--- config.mk ---
export PLATFORM = sky130hd
export DESIGN_NAME = backlight_ldo_register_fade
export DESIGN_NICKNAME = d
export VERILOG_FILES = /design/src/backlight_ldo_pkg.sv /design/src/backlight_ldo_register_fade.sv
export SDC_FILE = /design/constraint.sdc
export NUM_CORES = 1
export LEC_CHECK = 0
export ABC_AREA = 1
export BUFFER_PORTS_ARGS = -buffer_cell sky130_fd_sc_hd__buf_4
export CAP_MARGIN = 20
export CORE_ASPECT_RATIO = 0.5
export CORE_MARGIN = 4
export CORE_UTILIZATION = 55
export DETAILED_ROUTE_END_ITERATION = 8
export PLACE_DENSITY_LB_ADDON = 0.12
export SETUP_SLACK_MARGIN = 0.05
export SYNTH_ARGS = -nofsm -noshare
export SYNTH_HDL_FRONTEND = slang
export SYNTH_SLANG_ARGS = --single-unit
--- constraint.sdc ---
create_clock -name sys_clk -period 3.4 [get_ports sys_clk]
set_input_delay 0.51 -clock sys_clk [delete_from_list [all_inputs] [get_ports sys_clk]]
set_output_delay 0.51 -clock sys_clk [all_outputs]
set_load 0.005 [all_outputs]
--- src/backlight_ldo_pkg.sv ---
// Package with register map, field layout, timing and decode types for the light control bank
package backlight_ldo_pkg;

	// Register addresses on the latched write port
	localparam logic [4:0] ADDR_BACKLIGHT_CURRENT = 5'h00;
	localparam logic [4:0] ADDR_SINK_ENABLE       = 5'h01;
	localparam logic [4:0] ADDR_REGULATOR_ONE     = 5'h02;
	localparam logic [4:0] ADDR_REGULATOR_TWO     = 5'h03;
	localparam logic [4:0] ADDR_DIMMING           = 5'h04;

	// Register width and reset value
	localparam int         REG_WIDTH  = 6;
	localparam logic [5:0] REG_RESET  = 6'h00;

	// Field positions
	localparam int CODE_LSB      = 0;
	localparam int CODE_MSB      = 4;
	localparam int SINK_LSB      = 1;
	localparam int SINK_MSB      = 4;
	localparam int REG_ONE_MSB   = 3;
	localparam int REG_TWO_MSB   = 2;
	localparam int FADE_EN_BIT   = 0;
	localparam int RATE_LSB      = 1;
	localparam int RATE_MSB      = 2;

	// Current code landmarks
	localparam logic [4:0] CODE_OFF        = 5'h00;
	localparam logic [4:0] CODE_FIRST_REAL = 5'h04;

	// Step intervals per rate code, in milliseconds
	localparam int STEP_MS_RATE0 = 32;
	localparam int STEP_MS_RATE1 = 24;
	localparam int STEP_MS_RATE2 = 16;
	localparam int STEP_MS_RATE3 = 8;

	// Clock rate and timebase derivation
	localparam int CLK_HZ          = 20000000;
	localparam int MS_PER_S        = 1000;
	localparam int CYCLES_PER_MS   = CLK_HZ / MS_PER_S;

	// Fade engine states
	typedef enum logic [0:0] {
		FADE_IDLE = 1'b0,
		FADE_RAMP = 1'b1
	} fade_state_t;

	// One latched write from the single-wire front end
	typedef struct packed {
		logic       strobe;
		logic [4:0] addr;
		logic [5:0] data;
	} reg_write_t;

	// Analog-facing control word
	typedef struct packed {
		logic [4:0] currentCode;
		logic [3:0] sinkOn;
		logic [3:0] regulatorOneCode;
		logic [2:0] regulatorTwoCode;
	} analog_ctrl_t;

endpackage : backlight_ldo_pkg

--- src/backlight_ldo_register_fade.sv ---
// Write-only register bank with backlight fade engine and analog decode outputs
`timescale 1ns/1ps

// Contract
// - Sink driven only when its enable set
// - Enabled sinks share current decoded from code
// - Code zero gives zero; codes 1-3 reserved
// - Four enable bits, positions one to four
// - Regulator one code decodes off or voltage
// - Regulator two code decodes off or voltage
// - Rate field selects 32/24/16/8 ms steps
// - Fade steps equal code difference
// - Step applied code toward target each interval
// - No current write accepted during fade
// - Clearing fade enable jumps to target
// - Fade off applies written code immediately
// - Rate writes accepted anytime, used from next cycle, mid-ramp too
// - Bit zero of dimming register enables fade
// - Five registers write-only, reset to zero
module backlight_ldo_register_fade #(
	parameter int STEP_CYCLES_PER_MS = backlight_ldo_pkg::CYCLES_PER_MS
) (
	input  wire logic                             sys_clk,
	input  wire logic                             rstn,
	input  wire logic                             clkEnable,
	input  wire backlight_ldo_pkg::reg_write_t    regWrite,
	output logic [4:0]                            appliedCode,
	output logic [3:0]                            sinkActive,
	output logic [5:0]                            sinkCurrentHalfMa,
	output logic                                  regulatorOneOn,
	output logic [5:0]                            regulatorOneDeciVolt,
	output logic                                  regulatorTwoOn,
	output logic [4:0]                            regulatorTwoDeciVolt,
	output logic                                  fadeBusy,
	output backlight_ldo_pkg::analog_ctrl_t       analogCtrl
);

	// Elaboration check on the millisecond divider
	if (STEP_CYCLES_PER_MS < 1 || STEP_CYCLES_PER_MS > 65535) begin : g_bad_divider
		$error("STEP_CYCLES_PER_MS out of range");
	end

	// Stored register contents, fade engine state and millisecond timebase
	logic [4:0]                        targetCode;       // Last accepted current code
	logic [3:0]                        sinkEnableBits;   // Per-sink enables
	logic [3:0]                        regulatorOneCode; // Regulator one code
	logic [2:0]                        regulatorTwoCode; // Regulator two code
	logic [1:0]                        fadeRate;         // Step rate select
	logic                              fadeEnable;       // Fade feature on
	backlight_ldo_pkg::fade_state_t    fadeState;        // Fade engine state
	logic [4:0]                        rampCode;         // Code being stepped
	logic [15:0]                       msCount;          // Cycles within a millisecond
	logic [5:0]                        stepMs;           // Milliseconds since last step

	// Milliseconds per step for a rate code
	function automatic logic [5:0] rate_to_ms(input logic [1:0] rate);
		case (rate)
			2'b00:   rate_to_ms = 6'(backlight_ldo_pkg::STEP_MS_RATE0);
			2'b01:   rate_to_ms = 6'(backlight_ldo_pkg::STEP_MS_RATE1);
			2'b10:   rate_to_ms = 6'(backlight_ldo_pkg::STEP_MS_RATE2);
			default: rate_to_ms = 6'(backlight_ldo_pkg::STEP_MS_RATE3);
		endcase
	endfunction : rate_to_ms

	// Backlight current in half-milliamp units
	function automatic logic [5:0] code_to_half_ma(input logic [4:0] code);
		logic [5:0] c;
		c = {1'b0, code};
		if (code < backlight_ldo_pkg::CODE_FIRST_REAL) begin
			code_to_half_ma = 6'h00;
		end else if (code <= 5'h0D) begin
			code_to_half_ma = c - 6'h03;
		end else if (code <= 5'h0F) begin
			code_to_half_ma = (c << 1) - 6'h10;
		end else if (code <= 5'h1D) begin
			code_to_half_ma = (c << 1) - 6'h10;
		end else if (code == 5'h1E) begin
			code_to_half_ma = 6'h2E;
		end else begin
			code_to_half_ma = 6'h32;
		end
	endfunction : code_to_half_ma

	// Write decode
	wire writeCurrent = clkEnable && regWrite.strobe
		&& regWrite.addr == backlight_ldo_pkg::ADDR_BACKLIGHT_CURRENT;
	wire writeSink    = clkEnable && regWrite.strobe
		&& regWrite.addr == backlight_ldo_pkg::ADDR_SINK_ENABLE;
	wire writeRegOne  = clkEnable && regWrite.strobe
		&& regWrite.addr == backlight_ldo_pkg::ADDR_REGULATOR_ONE;
	wire writeRegTwo  = clkEnable && regWrite.strobe
		&& regWrite.addr == backlight_ldo_pkg::ADDR_REGULATOR_TWO;
	wire writeDimming = clkEnable && regWrite.strobe
		&& regWrite.addr == backlight_ldo_pkg::ADDR_DIMMING;

	// Field extraction
	wire [4:0] newCode     = regWrite.data[backlight_ldo_pkg::CODE_MSB:backlight_ldo_pkg::CODE_LSB];
	wire       newFadeEn   = regWrite.data[backlight_ldo_pkg::FADE_EN_BIT];
	wire [1:0] newRate     = regWrite.data[backlight_ldo_pkg::RATE_MSB:backlight_ldo_pkg::RATE_LSB];

	// Fade status and timebase
	wire ramping       = fadeState == backlight_ldo_pkg::FADE_RAMP;
	wire acceptCurrent = writeCurrent && !ramping;
	wire msTick        = msCount == 16'(STEP_CYCLES_PER_MS - 1);
	wire stepDue       = ramping && msTick && (stepMs + 6'h01) >= rate_to_ms(fadeRate);
	wire cancelFade    = ramping && writeDimming && !newFadeEn;
	wire [4:0] stepped = (rampCode < targetCode) ? rampCode + 5'h01 : rampCode - 5'h01;

	// Next state of fade engine
	backlight_ldo_pkg::fade_state_t next_fadeState;
	logic [4:0]                     next_rampCode;
	always_comb begin
		next_fadeState = fadeState;
		next_rampCode  = rampCode;
		case (fadeState)
			backlight_ldo_pkg::FADE_IDLE: begin
				if (acceptCurrent && fadeEnable && newCode != rampCode) begin
					next_fadeState = backlight_ldo_pkg::FADE_RAMP;
				end else if (acceptCurrent) begin
					next_rampCode = newCode;
				end
			end
			backlight_ldo_pkg::FADE_RAMP: begin
				if (cancelFade) begin
					next_rampCode  = targetCode;
					next_fadeState = backlight_ldo_pkg::FADE_IDLE;
				end else if (stepDue) begin
					next_rampCode = stepped;
					if (stepped == targetCode) begin
						next_fadeState = backlight_ldo_pkg::FADE_IDLE;
					end
				end
			end
			default: begin
				next_fadeState = backlight_ldo_pkg::FADE_IDLE;
				next_rampCode  = targetCode;
			end
		endcase
	end

	// Register bank, all cleared at reset
	always_ff @(posedge sys_clk or negedge rstn) begin
		if (!rstn) begin
			targetCode       <= 5'h00;
			sinkEnableBits   <= 4'h0;
			regulatorOneCode <= 4'h0;
			regulatorTwoCode <= 3'h0;
			fadeRate         <= 2'h0;
			fadeEnable       <= 1'b0;
		end else begin
			if (acceptCurrent) begin
				targetCode <= newCode;
			end
			if (writeSink) begin
				sinkEnableBits <= regWrite.data[backlight_ldo_pkg::SINK_MSB:backlight_ldo_pkg::SINK_LSB];
			end
			if (writeRegOne) begin
				regulatorOneCode <= regWrite.data[backlight_ldo_pkg::REG_ONE_MSB:0];
			end
			if (writeRegTwo) begin
				regulatorTwoCode <= regWrite.data[backlight_ldo_pkg::REG_TWO_MSB:0];
			end
			if (writeDimming) begin
				fadeRate   <= newRate;
				fadeEnable <= newFadeEn;
			end
		end
	end

	// Fade engine state
	always_ff @(posedge sys_clk or negedge rstn) begin
		if (!rstn) begin
			fadeState <= backlight_ldo_pkg::FADE_IDLE;
			rampCode  <= 5'h00;
		end else if (clkEnable) begin
			fadeState <= next_fadeState;
			rampCode  <= next_rampCode;
		end
	end

	// Millisecond timebase, restarted at fade start and each step
	always_ff @(posedge sys_clk or negedge rstn) begin
		if (!rstn) begin
			msCount <= 16'h0000;
			stepMs  <= 6'h00;
		end else if (clkEnable) begin
			if (!ramping || stepDue) begin
				msCount <= 16'h0000;
				stepMs  <= 6'h00;
			end else if (msTick) begin
				msCount <= 16'h0000;
				stepMs  <= stepMs + 6'h01;
			end else begin
				msCount <= msCount + 16'h0001;
			end
		end
	end

	// Decoded analog controls
	wire [5:0] nextHalfMa   = code_to_half_ma(next_rampCode);
	wire [3:0] nextSinks    = (next_rampCode == backlight_ldo_pkg::CODE_OFF) ? 4'h0
		: (writeSink ? regWrite.data[4:1] : sinkEnableBits);
	wire [3:0] nextRegOne   = writeRegOne ? regWrite.data[3:0] : regulatorOneCode;
	wire [2:0] nextRegTwo   = writeRegTwo ? regWrite.data[2:0] : regulatorTwoCode;
	// 1..10 give 34-code, 11 gives 22, 12..15 give 30-code
	wire [5:0] nextOneVolt  = (nextRegOne == 4'h0) ? 6'h00
		: (nextRegOne <= 4'hA) ? 6'(6'h22 - {2'b00, nextRegOne})
		: (nextRegOne == 4'hB) ? 6'h16
		: 6'(6'h1E - {2'b00, nextRegOne});
	wire [4:0] nextTwoVolt  = (nextRegTwo == 3'h0) ? 5'h00
		: 5'(5'h13 - {2'b00, nextRegTwo});

	// Output flops, frozen with clock enable
	always_ff @(posedge sys_clk or negedge rstn) begin
		if (!rstn) begin
			appliedCode          <= 5'h00;
			sinkActive           <= 4'h0;
			sinkCurrentHalfMa    <= 6'h00;
			regulatorOneOn       <= 1'b0;
			regulatorOneDeciVolt <= 6'h00;
			regulatorTwoOn       <= 1'b0;
			regulatorTwoDeciVolt <= 5'h00;
			fadeBusy             <= 1'b0;
			analogCtrl           <= '0;
		end else if (clkEnable) begin
			appliedCode          <= next_rampCode;
			sinkActive           <= nextSinks;
			sinkCurrentHalfMa    <= nextHalfMa;
			regulatorOneOn       <= nextRegOne != 4'h0;
			regulatorOneDeciVolt <= nextOneVolt;
			regulatorTwoOn       <= nextRegTwo != 3'h0;
			regulatorTwoDeciVolt <= nextTwoVolt;
			fadeBusy             <= next_fadeState == backlight_ldo_pkg::FADE_RAMP;
			analogCtrl           <= '{next_rampCode, nextSinks, nextRegOne, nextRegTwo};
		end
	end

endmodule : backlight_ldo_register_fade

==> impl_metrics.py, run 1 <==
metrics = {
    "status": {
        "status": "finished clean",
    },
    "detailed_routing": {
        "drtPass1Iterations": 5,
        "wl_per_cell_microns": 14.2,
        "wl_microns": 11700,
        "drc": 0,
        "viasPerCell": 5.30,
        "antenna_left": 0,
        "vias": 4385,
        "drtIter0Drc": 264,
    },
    "critical_path": {
        "arrival_ns": 3.39,
        "cp.required_ns": 3.62,
        "worstPathMaxFanout": 5,
        "reg2reg_slack_ns": 0.23,
        "end_kind": "flip-flop",
        "crit_type": "reg -> reg",
        "start_kind": "flip-flop",
    },
    "pwr": {
        "power.total_mw": 3.73,
        "peakVddDrop_mv": 0.332,
        "leakagePower_nw": 2.99,
        "power_density_nw_per_um2": 630,
    },
    "logic_synthesis": {
        "avgSynthCellArea_sq_um": 7.62,
        "syn_area_sq_um": 4820,
        "yosysTopAreaCell": "dfrtp_1",
        "synth_enable_flop_cells": 0,
        "yosysWarnings": 0,
        "yosys.cell_types.count": 40,
        "synthMostInstantiatedCell": "nand2_1",
        "ys_ff_latch": 76,
        "synthTopCellsByCount": "nand2_1, dfrtp_1, inv_1, nand3_1, nor2_1",
        "synth_ff_type": "dfrtp_1",
        "synthTopCellsByArea": "dfrtp_1, nand2_1, ha_1",
        "synth_async_sr_flop_share_pct": 100,
        "seq_area_frac_synth_pct": 39.4,
        "synth_nets": 675,
        "synth_top_cell_area_share_pct": 39.4,
        "syn_inst": 633,
    },
    "sta": {
        "worstMarginPinSlew_ns": 0.977,
        "fmax_ghz": 0.316,
        "grt_setup_unrepaired": "true",
        "clock_skew_ns": 0.00478,
        "drv_slew": 0,
        "relSlewSlack_pct": 34.8,
        "finalCritPeriodShare_pct": 93.2,
        "setup_tns_ns": 0,
        "finalHoldViolations": 0,
        "period_needed_ns": 3.17,
        "setup_viol": 0,
    },
    "die": {
        "io_pins": 60,
        "start_util_pct": 58.4,
        "dieArea_sq_um": 10400,
        "core.rowCount": 23,
        "die_height_microns": 74.2,
        "core_area_sq_um": 8260,
        "die_w_microns": 140,
    },
    "job": {
        "drv_cap": 0,
    },
    "clock_network": {
        "cts_tree": "built",
        "numCtsBuffers": 9,
        "clockBufferDepth": 2,
        "cts_hold_buf": 0,
        "clock_latency_ns": 0.33,
        "cts_sinks": 76,
        "cts_root_buf": "clkbuf_16",
        "clk_pin_slew_worst_paths_ns": 0.06,
        "h-tree-depth": 3,
    },
    "placed_design": {
        "io_buffers": 58,
        "dp_hpwl_microns": 8220,
        "place_area_sq_um": 5410,
        "gp_congestion": 0.864,
    },
    "global_routing": {
        "grt_max_degree": 77,
        "grt_pass1_vias": 4266,
        "antenna_found_initial": 0,
        "grtUsageTotal_pct": 23.8,
        "overflow": 0,
        "grt_pass1_wl_microns": 19900,
    },
    "finish": {
        "antenna-diode-count": 0,
        "area_delta_synth_final_pct": 22.7,
        "layout.nets": 752,
        "fin_area_sq_um": 5920,
        "drive_gt1_share_pct": 25.9,
    },
    "worst_hold_path": {
        "min_path_type": "in -> async",
    },
}
sequential cells by signal (all words and copies together), names as in the netlist:
signal	cells
analogCtrl	16
fadeBusy	1
fadeEnable	1
fadeRate	2
msCount	16
regulatorOneCode	4
regulatorOneDeciVolt	6
regulatorOneOn	1
regulatorTwoCode	3
regulatorTwoDeciVolt	4
regulatorTwoOn	1
sinkCurrentHalfMa	6
sinkEnableBits	4
stepMs	6
targetCode	5
worst paths after layout:
| kind | depth (start not counted) | startpoint | end |
|---|---|---|---|
| worst max-delay path | 25 | analogCtrl[13] | sinkCurrentHalfMa[2] |
| min in group sys_clk | 2 | regulatorTwoOn | regulatorTwoOn |
| worst min-delay path | 1 | rstn | msCount[10] |
| worst max register to register | 25 | analogCtrl[13] | sinkCurrentHalfMa[2] |
| max in group asynchronous | 1 | rstn | regulatorOneCode[2] |
| worst min register to register | 2 | regulatorTwoOn | regulatorTwoOn |
critical path: stages (launching register included):
cell     delay, ns
dfrtp_1       0.38
ha_1          0.32
nand2_1       0.08
a21oi_1       0.10
nor2_4        0.15
nand2_4       0.09
fa_2          0.37
nand2_1       0.06
nand2_1       0.06
nand2_2       0.07
nand2_1       0.05
nand2_1       0.07
nand4_1       0.10
nand2_2       0.10
nand2_1       0.06
nand2_2       0.08
nand3_4       0.09
inv_2         0.08
ha_1          0.16
nand3_2       0.11
nor2_4        0.14
nand3_2       0.10
nand2_1       0.07
nand2_1       0.04
nand2_1       0.06
nand2_1       0.04
final cells by class:
| cell class | instances | area (sq um) |
|---|---|---|
| timing repair buffer | 87 | 666 |
| multi-input combinational | 455 | 2610 |
| clock inverter | 4 | 48.8 |
| inverter | 81 | 305 |
| sequential | 76 | 1900 |
| fill | 659 | 2340 |
| clock buffer | 12 | 246 |
| tap | 112 | 140 |
power by group:
| part | internal [mW] | leakage, nW | switching [mW] | total [mW] |
|---|---|---|---|---|
| sequential | 1.04 | 0.956 | 0.0794 | 1.12 |
| clock | 0.588 | 0.147 | 0.367 | 0.954 |
| combinational | 0.703 | 1.89 | 0.957 | 1.66 |
through the flow:
step                utilization, %  std cells  setup WS [ns]  hold WS, ns
global route                  71.7        827        -0.0395        0.423
floorplan                        -        633          0.245        0.214
CTS                           69.2        815         0.0772        0.371
finish                        71.7        827          0.231        0.317
detailed placement            65.5        799        -0.0172        0.467
global placement              65.5        799          0.124        0.466
cells in the final DEF (no fill, tap or decap), types with 2 or more instances in the layout:
master     instances
a21oi_1           16
buf_4             86
clkbuf_1           2
clkbuf_16          9
clkinv_1           2
clkinv_2           3
dfrtp_1           76
ha_1              22
ha_2               2
ha_4               2
inv_1             62
inv_2             16
mux2i_1            2
nand2_1          163
nand2_2           22
nand2_4            6
nand3_1           42
nand3_2           10
nand3_4            4
nand4_1            8
nor2_1            43
nor2_2             7
nor2_4             7
nor3_1            12
nor3_2             2
o21ai_0           44
o21ai_1           10
o22ai_1            2
o31ai_1            3
or2_2              3
xnor2_1            3
xor2_1            11
layer usage:
metal  track usage [%]  vias up  part of all wire (%)
li1                  -     2171                     -
met1              31.3     2093                    46
met2              40.8      105                    47
met3              4.95       16                   5.1
met4              6.66        0                   1.2
met5                 0        -                     0
logic make-up after synthesis:
kind of cell | count (synthesis) | synth area share, %
flip-flops | 76 | 39.4
adder cells (fa/ha/maj) | 27 | 7.16
buffers and inverters | 102 | 8.77
XOR/XNOR | 14 | 2.54
multiplexers | 2 | 0.415
AND/OR/NAND/NOR | 332 | 32.9
AO/OA/AOI/OAI | 80 | 8.77
timing repair:
item | in CTS | in global routing
setup endpoints to repair | 3 | 8
pin swaps | 0 | 12
cloned | 0 | 0
setup buffers | 0 | 12
gates resized for setup | 3 | 30
Power figures use the tool's default switching activity.
==> run 2: changes to the inputs <==
--- a/config.mk
+++ b/config.mk
@@ -5,7 +5,6 @@
 export SDC_FILE = /design/constraint.sdc
 export NUM_CORES = 1
 export LEC_CHECK = 0
-export ABC_AREA = 1
 export BUFFER_PORTS_ARGS = -buffer_cell sky130_fd_sc_hd__buf_4
 export CAP_MARGIN = 20
 export CORE_ASPECT_RATIO = 0.5
==> impl_metrics.py, run 2 <==
metrics = {
    "detailed_routing": {
        "drtIter0Drc": 243,
        "vias": 3966,
        "drtPass1Iterations": 5,
        "wl_per_cell_microns": 17.5,
        "viasPerCell": 5.74,
        "wl_microns": 12100,
        "drc": 0,
        "antenna_left": 0,
    },
    "pwr": {
        "power_density_nw_per_um2": 674,
        "leakagePower_nw": 2.83,
        "peakVddDrop_mv": 0.355,
    },
    "status": {
        "status": "finished, violations left",
        "violations": "negative setup slack",
    },
    "critical_path": {
        "cp.required_ns": 3.62,
        "worstPathMaxFanout": 5,
        "crit_top_cell": "buf_4",
        "path_cells": "inv_2 -> ha_4 -> a21oi_1 -> a21o_1 -> nand2_4 -> fa_2 -> buf_4 -> xor2_2 -> o41ai_2 -> o221ai_1 -> buf_4 -> and2_4 -> nand2_2 -> o31a_4 -> a32oi_1 -> o31ai_2",
        "start_kind": "flip-flop",
        "timing.critical_path.buf_inv": 3,
        "crit_family": "compound AO/OA/AOI/OAI gates",
        "slowest_delay_ns": 0.39,
        "arrival_ns": 3.66,
        "end_kind": "flip-flop",
        "crit_type": "reg -> reg",
        "r2r_start": "targetCode[2]",
        "crit_path_start": "targetCode[2]",
        "cp_slowest_cell": "dfrtp_1",
    },
    "logic_synthesis": {
        "synthTopCellsByCount": "dfrtp_1, nor2_1, nand2_1, ha_1, inv_1",
        "yosysTopAreaCell": "dfrtp_1",
        "synth_top_cell_area_share_pct": 41.9,
        "ys_ff_latch": 76,
        "yosysWarnings": 0,
        "synth_enable_flop_cells": 0,
        "seq_area_frac_synth_pct": 41.9,
        "syn_area_sq_um": 4540,
        "synth_async_sr_flop_share_pct": 100,
        "synthMostInstantiatedCell": "dfrtp_1",
        "synthTopCellsByArea": "dfrtp_1, ha_1, mux2_2",
        "synth_ff_type": "dfrtp_1",
        "yosys.cell_types.count": 67,
        "synth_nets": 504,
        "avgSynthCellArea_sq_um": 9.83,
        "syn_inst": 462,
    },
    "finish": {
        "area_delta_synth_final_pct": 36.2,
        "final_common_cell": "buf_4",
        "fillers": 526,
        "drive_gt1_share_pct": 40.6,
        "multi_input_area_sq_um": 2820,
        "antenna-diode-count": 0,
        "layout_common_cells": "buf_4, dfrtp_1, nor2_1",
        "layout.nets": 616,
        "seqCellArea_sq_um": 1900,
        "top_regs": "analogCtrl (16), msCount (16)",
        "fin_area_sq_um": 6180,
    },
    "sta": {
        "setup_tns_ns": -0.0436,
        "clock_skew_ns": 0.00669,
        "finalHoldViolations": 0,
        "grt_setup_unrepaired": "true",
        "worstMarginPinSlew_ns": 0.974,
        "drv_slew": 0,
        "period_needed_ns": 3.44,
        "setup_ws_ns": -0.0386,
        "setup_viol": 3,
        "fmax_ghz": 0.291,
        "relSlewSlack_pct": 35.1,
        "finalCritPeriodShare_pct": 101,
    },
    "clock_network": {
        "cts_hold_buf": 0,
        "clk_pin_slew_worst_paths_ns": 0.06,
        "h-tree-depth": 3,
        "numCtsBuffers": 9,
        "cts_root_buf": "clkbuf_16",
        "cts_tree": "built",
        "clockBufferDepth": 2,
        "clock_latency_ns": 0.35,
        "cts_sinks": 76,
    },
    "die": {
        "start_util_pct": 56.6,
        "die_height_microns": 72.3,
        "dieArea_sq_um": 9860,
        "core_area_sq_um": 8030,
        "io_pins": 60,
        "core.rowCount": 23,
        "die_w_microns": 136,
    },
    "worst_hold_path": {
        "min_path_type": "in -> async",
    },
    "placed_design": {
        "place_area_sq_um": 5370,
        "dp_hpwl_microns": 7680,
        "gp_congestion": 0.873,
        "io_buffers": 58,
    },
    "global_routing": {
        "grt_max_degree": 77,
        "antenna_found_initial": 0,
        "grtUsageTotal_pct": 24.7,
        "grt_pass1_vias": 3929,
        "grt_pass1_wl_microns": 19100,
        "overflow": 0,
    },
    "job": {
        "drv_cap": 0,
    },
}
[run 2: changes by cell type after synthesis, moves of 15 or more]
cell     delta
o21ai_0    -24
nand2_1   -132
nand3_1    -29
inv_1      -42
nand2_2    -15
mux2_2     +16
[run 2: path summary, 6_finish.rpt]
| kind | cells after the start | slack [ns] | to |
|---|---|---|---|
| worst max-delay path | 16 | -0.04 | sinkCurrentHalfMa[2] |
| worst min-delay path | 1 | 0.31 | msCount[6] |
| worst max register to register | 16 | -0.04 | sinkCurrentHalfMa[2] |
| worst min register to register | 1 | 0.48 | analogCtrl[2] |
| max in group asynchronous | 1 | 2.42 | stepMs[2] |
| min in group sys_clk | 2 | 0.44 | targetCode[4] |
[run 2: kinds of logic (layout without fill, tap and decap cells)]
logic type	after synthesis	in the layout	synth area share, %
simple gates	154	154	17.7
compound gates	104	104	16.5
flops	76	76	41.9
buf+inv	49	166	4.99
mux	28	28	6.72
fa+ha+maj	27	27	7.61
xor+xnor	24	24	4.63
[run 2: cell type report]
class	instances	share of cell area (%)
clock inverter	7	0.810
timing repair buffer	122	15.1
tap	112	2.27
multi-input combinational	337	45.6
sequential	76	30.8
inverter	28	1.74
clock buffer	9	3.64
[run 2: routing by layer]
| metal | wire length, microns | GRT usage, % | part of all wire, % | up-vias |
|---|---|---|---|---|
| met4 | 260 | 7.04 | 2.2 | 0 |
| met3 | 695 | 7.62 | 5.8 | 27 |
| met1 | 5420 | 32.3 | 45 | 1947 |
| li1 | - | - | - | 1882 |
| met2 | 5710 | 40.3 | 47 | 110 |
| met5 | 0 | 0 | 0 | - |
[run 2: timing repair]
item	in CTS	in global routing
setup buffers	9	7
resized for setup	38	43
pin swaps	23	31
endpoints found under the setup margin	10	11
[run 2: where the power goes]
group,total (mW),internal (mW),switching (mW)
logic,2.14,1.07,1.07
clock network,0.901,0.496,0.405
registers,1.12,1.04,0.0828
[run 2: through the flow]
stage	worst slack [ns]	hold slack [ns]	instances	util, %	power (mW)
floorplan	0.0670	0.214	462	-	2.04
global placement	-0.0834	0.464	660	66.8	2.69
detailed placement	-0.142	0.469	660	66.8	2.72
CTS	0.0357	0.352	685	73.8	3.93
global route	-0.164	0.390	691	77.0	4.41
finish	-0.0386	0.307	691	77.0	4.17
